===== src/shared/wdt_pkg.sv =====
// constants for the i/o port watchdog timer
package wdt_pkg;

  // ----------------------------------------------------------------
  // port map
  // ----------------------------------------------------------------
  localparam logic [15:0] WATCHDOG_INTERVAL_PORT = 16'h0443;
  localparam logic [7:0] INTERVAL_RESET = 8'h00;
  localparam logic [7:0] INTERVAL_MIN = 8'h01;
  localparam logic [7:0] INTERVAL_MAX = 8'h3E;

  // ----------------------------------------------------------------
  // timing
  // ----------------------------------------------------------------
  localparam int CLOCK_HZ = 250_000_000;
  localparam int TICK_SECONDS = 1;
  localparam int TICK_CYCLES = CLOCK_HZ * TICK_SECONDS;
  // reset pulse length in cycles
  localparam logic [7:0] RESET_PULSE_CYCLES = 8'h10;

  // ----------------------------------------------------------------
  // state
  // ----------------------------------------------------------------
  typedef enum logic [1:0]
  {
    WDT_IDLE = 2'b00,
    WDT_RUN = 2'b01,
    WDT_FIRE = 2'b10
  } wdt_state_e;

endpackage


===== src/rtl/wdt_io_port_watchdog.sv =====
// watchdog timer reached through one 8-bit i/o port
`timescale 1ns/1ps

module wdt_io_port_watchdog #(
  parameter int TICK_COUNT = wdt_pkg::TICK_CYCLES
)
(
  input wire logic i_clock,
  input wire logic i_nrst,
  input wire logic [15:0] i_io_addr,
  input wire logic i_io_wr,
  input wire logic i_io_rd,
  input wire logic [7:0] i_io_wdata,
  input wire logic i_irq_mode,
  input wire logic i_irq_ack,
  output logic [7:0] o_io_rdata,
  output logic o_cpu_reset,
  output logic o_irq,
  output logic o_running
);

  // ----------------------------------------------------------------
  // helpers
  // ----------------------------------------------------------------
  // countdown live
  function automatic logic is_run(input wdt_pkg::wdt_state_e s);
    is_run = (s == wdt_pkg::WDT_RUN);
  endfunction

  // cpu reset pulse being driven
  function automatic logic is_fire(input wdt_pkg::wdt_state_e s);
    is_fire = (s == wdt_pkg::WDT_FIRE);
  endfunction

  // ----------------------------------------------------------------
  // mode pin synchroniser
  // ----------------------------------------------------------------
  // the mode level comes from a board pin: two flops before any use
  logic [1:0] mode_sync_r;
  logic irq_mode_s;

  always_ff @(posedge i_clock or negedge i_nrst)
  begin
    if (!i_nrst)
      mode_sync_r <= 2'h0;
    else
      mode_sync_r <= {mode_sync_r[0], i_irq_mode};
  end

  assign irq_mode_s = mode_sync_r[1];

  // ----------------------------------------------------------------
  // decode
  // ----------------------------------------------------------------
  wire hit = (i_io_addr == wdt_pkg::WATCHDOG_INTERVAL_PORT);
  wire do_write = hit && i_io_wr;
  wire do_read = hit && i_io_rd && !i_io_wr;

  wdt_pkg::wdt_state_e state_r;
  wdt_pkg::wdt_state_e state_nxt;
  logic [27:0] tick_cnt_r;
  logic [7:0] sec_cnt_r;
  logic [7:0] interval_r;
  logic [7:0] pulse_cnt_r;
  logic irq_r;

  // ----------------------------------------------------------------
  // timing decode
  // ----------------------------------------------------------------
  wire run = is_run(state_r);
  // one-cycle enable, once per second of countdown
  wire tick = run && (tick_cnt_r == 28'(TICK_COUNT - 1));
  wire expire = tick && (sec_cnt_r <= 8'h01);
  wire pulse_done = (pulse_cnt_r == 8'h01);
  wire fire_start = run && is_fire(state_nxt);

  // ----------------------------------------------------------------
  // state
  // ----------------------------------------------------------------
  always_comb
  begin
    state_nxt = state_r;
    case (state_r)
      wdt_pkg::WDT_IDLE:
      begin
        if (do_write)
          state_nxt = wdt_pkg::WDT_RUN;
      end
      wdt_pkg::WDT_RUN:
      begin
        if (do_write)
          state_nxt = wdt_pkg::WDT_RUN;
        else if (do_read)
          state_nxt = wdt_pkg::WDT_IDLE;
        else if (expire)
          state_nxt = irq_mode_s ? wdt_pkg::WDT_IDLE
                                 : wdt_pkg::WDT_FIRE;
      end
      wdt_pkg::WDT_FIRE:
      begin
        // a write ends the pulse early and starts a new countdown
        if (do_write)
          state_nxt = wdt_pkg::WDT_RUN;
        else if (pulse_done)
          state_nxt = wdt_pkg::WDT_IDLE;
      end
      default:
        state_nxt = wdt_pkg::WDT_IDLE;
    endcase
  end

  always_ff @(posedge i_clock or negedge i_nrst)
  begin
    if (!i_nrst)
      state_r <= wdt_pkg::WDT_IDLE;
    else
      state_r <= state_nxt;
  end

  // ----------------------------------------------------------------
  // prescaler
  // ----------------------------------------------------------------
  // a write restarts the prescaler so the first second is whole
  wire tick_clear = do_write || !run || tick;
  wire [27:0] tick_cnt_nxt = tick_clear ? 28'h000_0000
                                        : tick_cnt_r + 28'h000_0001;

  always_ff @(posedge i_clock or negedge i_nrst)
  begin
    if (!i_nrst)
      tick_cnt_r <= 28'h000_0000;
    else
      tick_cnt_r <= tick_cnt_nxt;
  end

  // ----------------------------------------------------------------
  // seconds count
  // ----------------------------------------------------------------
  // code 00 still runs one whole second before expiry
  wire sec_step = tick && (sec_cnt_r != 8'h00);
  wire [7:0] sec_cnt_nxt = do_write ? i_io_wdata
                         : sec_step ? sec_cnt_r - 8'h01
                         : sec_cnt_r;

  always_ff @(posedge i_clock or negedge i_nrst)
  begin
    if (!i_nrst)
      sec_cnt_r <= wdt_pkg::INTERVAL_RESET;
    else
      sec_cnt_r <= sec_cnt_nxt;
  end

  // last code written, returned by a read
  always_ff @(posedge i_clock or negedge i_nrst)
  begin
    if (!i_nrst)
      interval_r <= wdt_pkg::INTERVAL_RESET;
    else if (do_write)
      interval_r <= i_io_wdata;
  end

  // ----------------------------------------------------------------
  // reset pulse
  // ----------------------------------------------------------------
  wire [7:0] pulse_cnt_nxt = fire_start ? wdt_pkg::RESET_PULSE_CYCLES
                           : (pulse_cnt_r != 8'h00) ? pulse_cnt_r - 8'h01
                           : pulse_cnt_r;

  always_ff @(posedge i_clock or negedge i_nrst)
  begin
    if (!i_nrst)
      pulse_cnt_r <= 8'h00;
    else
      pulse_cnt_r <= pulse_cnt_nxt;
  end

  // ----------------------------------------------------------------
  // interrupt
  // ----------------------------------------------------------------
  // a new expiry wins over an acknowledge in the same cycle
  wire irq_set = expire && irq_mode_s && !do_write && !do_read;

  always_ff @(posedge i_clock or negedge i_nrst)
  begin
    if (!i_nrst)
      irq_r <= 1'b0;
    else if (irq_set)
      irq_r <= 1'b1;
    else if (i_irq_ack)
      irq_r <= 1'b0;
  end

  // ----------------------------------------------------------------
  // read back
  // ----------------------------------------------------------------
  // a read returns the last code and stops the countdown
  always_ff @(posedge i_clock or negedge i_nrst)
  begin
    if (!i_nrst)
      o_io_rdata <= 8'h00;
    else if (do_read)
      o_io_rdata <= interval_r;
  end

  // ----------------------------------------------------------------
  // outputs
  // ----------------------------------------------------------------
  assign o_cpu_reset = is_fire(state_r);
  assign o_irq = irq_r;
  assign o_running = run;

endmodule


===== config.mk =====
export PLATFORM = sky130hd
export DESIGN_NAME = wdt_io_port_watchdog
export DESIGN_NICKNAME = d
export VERILOG_FILES = /design/src/shared/wdt_pkg.sv /design/src/rtl/wdt_io_port_watchdog.sv
export SDC_FILE = /design/constraint.sdc
export NUM_CORES = 1
export LEC_CHECK = 0
export BUFFER_PORTS_ARGS = -buffer_cell sky130_fd_sc_hd__buf_4
export CAP_MARGIN = 15
export CELL_PAD_IN_SITES_DETAIL_PLACEMENT = 1
export CELL_PAD_IN_SITES_GLOBAL_PLACEMENT = 1
export CORE_ASPECT_RATIO = 1.4
export CORE_MARGIN = 4
export CORE_UTILIZATION = 40
export DETAILED_ROUTE_END_ITERATION = 10
export PLACE_DENSITY = 0.76
export RECOVER_POWER = 50
export SLEW_MARGIN = 20
export SYNTH_ARGS = -nofsm -noshare
export SYNTH_HDL_FRONTEND = slang
export SYNTH_SLANG_ARGS = --single-unit
export TNS_END_PERCENT = 30

===== constraint.sdc =====
create_clock -name i_clock -period 3.8 [get_ports i_clock]
set_input_delay 0.38 -clock i_clock [delete_from_list [all_inputs] [get_ports i_clock]]
set_output_delay 0.38 -clock i_clock [all_outputs]
set_load 0.03 [all_outputs]

==> reports/qor.txt, run 1 <==
outcome = finished, violations left
failing checks = capacitance limit, slew limit
setup TNS = 0 ns
GP Congestion = 0.7875
ant diodes = 0
post-CTS setup repair buffer count = 0
Resized Gates After CTS = 0
Hold Path Class = primary input to register
Startpoint Class = register
Synth Flop Type = dfrtp_1
Post-Syn Area = 0.003266 mm2
Synth-to-Final Area Change = 17.62%
Logic pwr share = 0.057
Slew Viols, Final = 66
number of synthesized flops with an enable pin = 0
total CTS buffers = 9
synth warn = 0
Setup WS post-layout = 1.619 ns
syn_nets = 359
Post-Route WL = 7617 um
Seq pwr share = 0.520
worst skew pair latency = 0.34 ns
Clock Path Buffers = 2
Die ar. = 0.009694 mm2
GRT Util Overall = 0.1708
fmax = 458.4 MHz
Min Clock Period, post-route = 2.181 ns
die height = 114.9 um
worst slew pin tran = 1.645 ns
vias in the first global route = 2730
crit path capture type = register
Synth async-reset ratio = 1.000
unrepaired setup endpoints after global routing = no
Leak = 1.718 nW
# rows = 38
dpl ws = 1.541 ns
total power = 1.442 mW
# setup viols final = 0
largest net degree at the start of global routing = 66
IO Port Bufs = 40
DRT Pass-1 Iters = 4
Synth area leader = dfrtp_1
# clock sinks = 65
Finished Cell Area = 0.003841 mm2
Ports = 41
root buf cell = clkbuf_8
Core ar. = 0.007845 mm2
Post-Syn Area per Cell = 10.08 um2
normalized max-slew margin = -0.09666
Placed Area = 0.003649 mm2
WL/cell = 16.17 um
antenna-violating nets left = 0
CTS tree = done
switching fraction of total power = 0.2371
Initial DRC Count = 67
GRT overflow = 0
most frequent cell after synthesis = dfrtp_1
vias per inst = 5.376
Vias = 2532
die width = 84.37 um
MaxCap Viol Count = 1
Seq/Total Area, Yosys = 0.4981
clk_skew = 0.007175 ns
Placed Cells = 455
non-filler cells, final = 471
synth top area cells = dfrtp_1 50%, nor2_1 5.7%, xnor2_1 5.4%
# hold bufs at CTS = 0
DP HPWL = 5334 um
pwr dens = 375.5 mW/mm2
register clock-pin slew on the reported worst setup and hold paths = 0.07 ns
Post-synth top cells = 65 x dfrtp_1, 50 x nor2_1, 33 x nand2_1
share of layout cells above drive strength 1 = 0.2022
worst ir drop on vdd = 0.0002141 V
H-tree depth = 3
Critical Path RT = 4.03 ns
Post-route DRC = 0
final net count = 401
initial core utilization = 0.4163
FF+latch count, synth = 65
first-pass GRT wire length = 13190 um
CP arrival = 2.41 ns
final worst path period share = 0.5741
Int Power = 1.100 mW
top cell type's share of synthesized area = 0.4981
post-layout util = 0.4896
Distinct cells, synth = 46
initial antenna violation count = 0
P_sw = 0.3419 mW
Clock Power Share = 0.423
critical path peak fanout = 5
Fin Hold WS = 0.1676 ns
CP Class = register to register
Mapped Cells = 324
final hold violations = 0
==> layer usage <==
metal,track usage,up-vias,part of all wire
met5,0,-,0
met4,0.07920,0,0.019
met3,0.04731,10,0.056
met2,0.2914,54,0.50
met1,0.1999,1248,0.43
li1,-,1220,-
==> path summary, 6_finish.rpt <==
kind,endpoint,slack (ns),startpoint,cells after the start
max in group asynchronous,tick_cnt_r[3],2.36,i_nrst,1
max reg2reg,sec_cnt_r[1],1.62,sec_cnt_r[0],7
min,mode_sync_r[0],0.17,i_irq_mode,1
min in group asynchronous,pulse_cnt_r[6],0.44,i_nrst,1
max,sec_cnt_r[1],1.62,sec_cnt_r[0],7
min reg2reg,mode_sync_r[1],0.37,mode_sync_r[0],0
==> critical path: stages (launching register included) <==
cell and delay (ns):
dfrtp_1 0.42, inv_1 0.08, ha_1 0.21, or4b_2 0.62, nor2_1 0.20, nor3_1 0.13
mux2i_1 0.13, mux2_2 0.27
==> cell type report <==
| class | instances | area (um2) |
|---|---|---|
| Fill cell | 916 | 4004 |
| Sequential cell | 65 | 1627 |
| Multi-Input combinational cell | 241 | 1559 |
| Timing Repair Buffer | 41 | 294.0 |
| Clock buffer | 12 | 155.1 |
| Tap cell | 100 | 125.1 |
| Clock inverter | 4 | 51.30 |
| Inverter | 8 | 30.03 |
==> kinds of logic after synthesis <==
group,Yosys count,synth area share
and+or+nand+nor,167,0.2820
DFF,65,0.4981
xor gates and xnor gates,35,0.09387
AOI/OAI and AO/OA,23,0.04483
buffers and inverters,18,0.02452
muxes,11,0.03755
adders and majority gates,5,0.01916
==> power by group through the flow <==
| stage | clock, mW | combinational (mW) | sequential (mW) |
|---|---|---|---|
| 2_1_floorplan | 0 | 0.0458 | 0.752 |
| 3_3_place_gp | 0 | 0.0815 | 0.761 |
| 3_5_place_dp | 0 | 0.0837 | 0.763 |
| 4_1_cts | 0.638 | 0.0852 | 0.750 |
| 5_1_grt | 0.667 | 0.0954 | 0.753 |
| 6_report | 0.611 | 0.0820 | 0.750 |
==> state kept, by name (all words and copies together) (netlist names) <==
register	count
tick_cnt_r	28
interval_r	8
o_io_rdata	8
pulse_cnt_r	8
sec_cnt_r	8
mode_sync_r	2
state_r	2
o_irq	1
==> cell usage in the layout (no fill, tap or decap), types with 2 or more instances in the layout <==
cell type and count:
xnor2_1 20, clkbuf_8 11, nor4b_1 7, nor2b_1 2, nor2_1 50, or3_1 3
mux2_2 10, nand3_1 14, dfrtp_1 65, inv_1 8, nor3b_1 2, nor4_1 6
a31oi_1 3, ha_1 5, and4_1 5, nand4_1 10, and3b_1 2, and3_1 8
or4_1 2, or2_2 2, o21ai_0 10, xor2_1 15, a211o_1 2, clkbuf_1 4
buf_4 36, a21oi_1 2, nand2_1 33, and4bb_2 2, nor3_1 9
(Power assumes the default switching activity.)
==> run 2, diff against run 1 <==
- PLACE_DENSITY: 0.76 -> 0.79
- clock period: 3.8 -> 1.8 ns (I/O delays scaled with it)
==> run 2 against run 1 <==
Final area rose by 19%. The flow finishes with violations (setup timing). Clock skew rose by 0.010 ns. Worst setup slack got worse by 1.9 ns. Largest cell class is now multi-input gates. Largest power group unchanged. Total power rose by 120%. Routed wire length rose by 50%. Global-route usage rose by 3.5 points. Critical path type unchanged.
==> reports/qor.txt, run 2 (synthesized netlist as in run 1, its figures left out) <==
outcome = finished, violations left
failing checks = setup timing
critical path peak fanout = 5
Clock Path Buffers = 2
crit path capture type = register
crit path cell chain = nor4b_4 -> nand4_4 -> or2_4 -> or4_4 -> a31oi_4
Slew Viols, Final = 0
Worst R2R Path Depth = 5
worst reg2reg setup slack = -0.28 ns
clk_skew = 0.01744 ns
FF-to-FF End = sec_cnt_r[7]
fmax = 479.7 MHz
pwr dens = 687.9 mW/mm2
GRT overflow = 0
H-tree depth = 3
max incr delay on CP = 0.47 ns
global-route met3 utilization = 0.05663
grt met1 use = 0.2158
worst skew pair latency = 0.37 ns
die width = 84.37 um
Vias = 3077
CTS tree = done
Placed Area = 0.004103 mm2
Clock Power Share = 0.409
total CTS buffers = 9
most frequent cells in the layout = 96 x buf_4, 64 x dfrtp_1, 47 x nor2_1
Hold Path End = interval_r[4]
Die ar. = 0.009694 mm2
switching fraction of total power = 0.2429
CP arrival = 2.37 ns
worst ir drop on vdd = 0.0005150 V
DP HPWL = 6583 um
Leak = 2.162 nW
Top reg by flops = tick_cnt_r
# rows = 38
Ports = 41
Setup WS post-layout = -0.2845 ns
# setup viols final = 46
root buf cell = clkbuf_8
DRT Pass-1 Iters = 4
Post-route DRC = 0
Hold Path Class = primary input to register
Fin Hold WS = 0.03844 ns
Seq pwr share = 0.495
unrepaired setup endpoints after global routing = yes
final hold violations = 0
Int Power = 2.384 mW
worst slew pin tran = 0.7041 ns
first-pass GRT wire length = 15640 um
Critical Path RT = 2.09 ns
delay-heaviest family, CP = simple AND/OR/NAND/NOR gates
Startpoint Class = register
Min Clock Period, post-route = 2.085 ns
normalized max-slew margin = 0.5306
max reg flops = 28
Synth-to-Final Area Change = 40.19%
Logic pwr share = 0.096
Worst path slowest cell = dfrtp_2
CP Class = register to register
register clock-pin slew on the reported worst setup and hold paths = 0.08 ns
GP Congestion = 0.8357
vias per inst = 5.751
die height = 114.9 um
reg-to-reg startpoint = tick_cnt_r[7]
Initial DRC Count = 206
IO Port Bufs = 40
GRT Util Overall = 0.2053
final worst path period share = 1.158
setup TNS = -4.729 ns
Post-Route WL = 11420 um
share of layout cells above drive strength 1 = 0.3770
Hold Crit Depth = 3
GRT Max-Usage Layer = met2
P_sw = 0.7650 mW
final net count = 466
WL/cell = 21.35 um
hold_sp = i_io_wdata[4]
antenna-violating nets left = 0
Finished Cell Area = 0.004578 mm2
ant diodes = 0
initial core utilization = 0.4163
GR Layer Usage met2 = 0.3725
# clock sinks = 65
MaxCap Viol Count = 0
WP buf/inv = 0
Core ar. = 0.007845 mm2
most common cell after layout, fill and taps aside = buf_4
largest net degree at the start of global routing = 41
initial antenna violation count = 0
vias in the first global route = 3221
[run 2: worst max-delay path by stage]
stage / startpoint / cells past startpoint / to
floorplan: tick_cnt_r[0] / 8 / tick_cnt_r[19]
global placement: tick_cnt_r[10] / 7 / state_r[1]
detailed placement: tick_cnt_r[10] / 7 / pulse_cnt_r[1]
CTS: tick_cnt_r[0] / 7 / sec_cnt_r[7]
global route: tick_cnt_r[7] / 7 / sec_cnt_r[5]
finish: tick_cnt_r[7] / 5 / sec_cnt_r[7]
[run 2: worst reg2reg max path, cell delays in order (launching register included)]
cell and delay (ns):
dfrtp_2 0.47, nor4b_4 0.39, nand4_4 0.17, or2_4 0.30, or4_4 0.46, a31oi_4 0.23
[run 2: power groups by stage]
stage / combinational (mW) / clock, mW / sequential, mW
floorplan: 0.100 / 0 / 1.59
global placement: 0.289 / 0 / 1.58
detailed placement: 0.303 / 0 / 1.58
CTS: 0.310 / 1.30 / 1.56
global route: 0.341 / 1.38 / 1.57
finish: 0.304 / 1.29 / 1.56
[run 2: layout make-up]
class | count | area (um2)
well taps | 100 | 125.1
inverters | 8 | 30.03
flip-flops and latches | 65 | 1628
clock buffers | 12 | 155.1
clock inverters | 3 | 40.04
repair buffers | 106 | 833.3
fillers | 914 | 3267
multi-input cells | 241 | 1767
[run 2: metrics by stage]
stage | utilization | cells | setup slack [ns] | power (mW)
finish | 0.5836 | 535 | -0.2845 | 3.149
global route | 0.5836 | 535 | -0.3004 | 3.287
CTS | 0.5582 | 524 | -0.1218 | 3.171
detailed placement | 0.5230 | 505 | -0.2352 | 1.886
global placement | 0.5230 | 505 | -0.07413 | 1.871
floorplan | - | 324 | -0.007769 | 1.690
[run 2: metal layers]
metal | up-vias | wire length [um]
met3 | 47 | 565
li1 | 1349 | -
met5 | - | 0
met4 | 0 | 603
met2 | 109 | 6196
met1 | 1572 | 4059
[run 2: timing repair]
action | 4_1_cts | 5_1_grt
setup endpoints to repair | 20 | 44
cloned | 1 | 0
gates resized for setup | 9 | 22
buffers inserted | 0 | 11
pin swaps | 2 | 10
hold buffers | 3 | 0
hold endpoints to repair | 27 | 0
==> run 3, diff against run 2 <==
- PLACE_DENSITY: 0.79 -> 0.77
==> run 3 against run 2 <==
Clock skew decreased by 0.0053 ns. Clock power increased by 12%. The run still ends with setup timing left. Die area unchanged. Clock-buffer cell count decreased by 1. Cell count increased by 0.19%. Critical endpoint unchanged. Via count decreased by 6.6%. Critical path type unchanged. Critical path depth unchanged. Core utilization increased by 0.40 points. Sequential share of layout area decreased by 0.21 points.
==> reports/qor.txt, run 3 (synthesized netlist as in run 1, its figures left out) <==
outcome = finished, violations left
failing checks = setup timing
clk_skew = 0.01216 ns
root buf cell = clkbuf_8
Setup WS post-layout = -0.1157 ns
pwr dens = 714.2 mW/mm2
final hold violations = 0
share of layout cells above drive strength 1 = 0.3853
register clock-pin slew on the reported worst setup and hold paths = 0.07 ns
worst slew pin tran = 0.8066 ns
total CTS buffers = 9
crit path launch = tick_cnt_r[10]
Die ar. = 0.009694 mm2
CTS tree = done
H-tree depth = 3
critical path peak fanout = 5
normalized max-slew margin = 0.4623
MaxCap Viol Count = 0
die height = 114.9 um
Synth-to-Final Area Change = 41.15%
initial antenna violation count = 0
Post-route DRC = 0
Min Clock Period, post-route = 1.916 ns
vias in the first global route = 3087
reg-to-reg startpoint = tick_cnt_r[10]
Reg area = 0.001629 mm2
worst skew pair latency = 0.36 ns
hold_sp = i_irq_ack
antenna-violating nets left = 0
most frequent cells in the layout = 93 x buf_4, 63 x dfrtp_1, 46 x nor2_1
worst reg2reg setup slack = -0.12 ns
CP Class = register to register
largest net degree at the start of global routing = 35
Hold Path End = o_irq
Critical Path RT = 2.08 ns
DP HPWL = 6272 um
final worst path period share = 1.064
max reg flops = 28
# rows = 38
initial core utilization = 0.4163
multi-input logic area = 0.001737 mm2
FF-to-FF End = sec_cnt_r[7]
unrepaired setup endpoints after global routing = yes
IO Port Bufs = 40
Worst R2R Path Depth = 5
Leak = 2.173 nW
# setup viols final = 37
ant diodes = 0
Vias = 2874
Hold Path Class = primary input to register
crit path capture type = register
GP Congestion = 0.8330
non-filler cells, final = 536
fmax = 522.0 MHz
die width = 84.37 um
Top reg by flops = tick_cnt_r
Startpoint Class = register
# clock sinks = 65
WL/cell = 18.24 um
Slew Viols, Final = 0
first-pass GRT wire length = 14860 um
Hold Crit Depth = 2
GRT overflow = 0
DRT Pass-1 Iters = 4
Clock Path Buffers = 2
Ports = 41
vias per inst = 5.362
final net count = 466
total power = 3.292 mW
Placed Cells = 502
Fillers = 900
Initial DRC Count = 86
GRT Util Overall = 0.1928
Post-Route WL = 9777 um
worst ir drop on vdd = 0.0005650 V
most common cell after layout, fill and taps aside = buf_4
CP arrival = 2.19 ns
Core ar. = 0.007845 mm2
## run 3: cell count changes in the layout (fill, tap and decap cells not counted), moves of 2 or more
cell and change:
buf_4 -3, o21ai_1 +3, inv_2 +2, nor2_2 +2
inv_1 -2, buf_6 +3, o21ai_0 -3
## run 3: cell type report
class,instances,area share
clock buffer,11,0.03284
clock inverter,5,0.01683
inverter,8,0.006515
multi-input combinational,241,0.3768
sequential,65,0.3534
tap,100,0.02714
timing repair buffer,106,0.1865
## run 3: critical path: stages, from the launching register on
cell	delay (ns)
dfrtp_2	0.45
nor4b_4	0.33
nand4_4	0.16
or2_4	0.30
or4_1	0.40
a31oi_1	0.19
## run 3: power breakdown
part           switching, mW  leakage [nW]  internal (mW)
sequential            0.0419         0.815           1.52
combinational          0.132          1.24          0.153
clock                  0.599         0.115          0.850
## run 3: repair_timing
item	CTS	global route
resized for setup	11	23
pin swaps	12	10
setup buffers	8	6
hold buffers	2	0
setup endpoints to repair	19	44
gates cloned	0	2
hold endpoints to repair	32	0
## run 3: per-stage QoR
stage	utilization	instance area (um2)	hold WS, ns	setup TNS [ns]	setup WS (ns)
floorplan	-	3313	-0.1156	-0.1373	-0.007769
global placement	0.5201	4080	0.1499	-0.4381	-0.04888
detailed placement	0.5201	4080	0.1595	-1.350	-0.1637
CTS	0.5660	4441	0.007193	-1.147	-0.1285
global route	0.5876	4609	0.01113	-4.691	-0.1902
finish	0.5876	4609	0.01162	-1.100	-0.1157
## run 3: worst max path at each step
stage	to	slack, ns
floorplan	tick_cnt_r[19]	-0.008
global placement	state_r[1]	-0.05
detailed placement	sec_cnt_r[7]	-0.16
CTS	sec_cnt_r[7]	-0.13
global route	sec_cnt_r[7]	-0.19
finish	sec_cnt_r[7]	-0.12
## run 3: per-layer routing
metal / routed length, um / track usage / vias up
met1: 3741 / 0.2175 / 1446
met4: 225 / 0.06864 / 0
met3: 423 / 0.05233 / 18
li1: - / - / 1346
met2: 5387 / 0.3498 / 64
met5: 0 / 0 / -
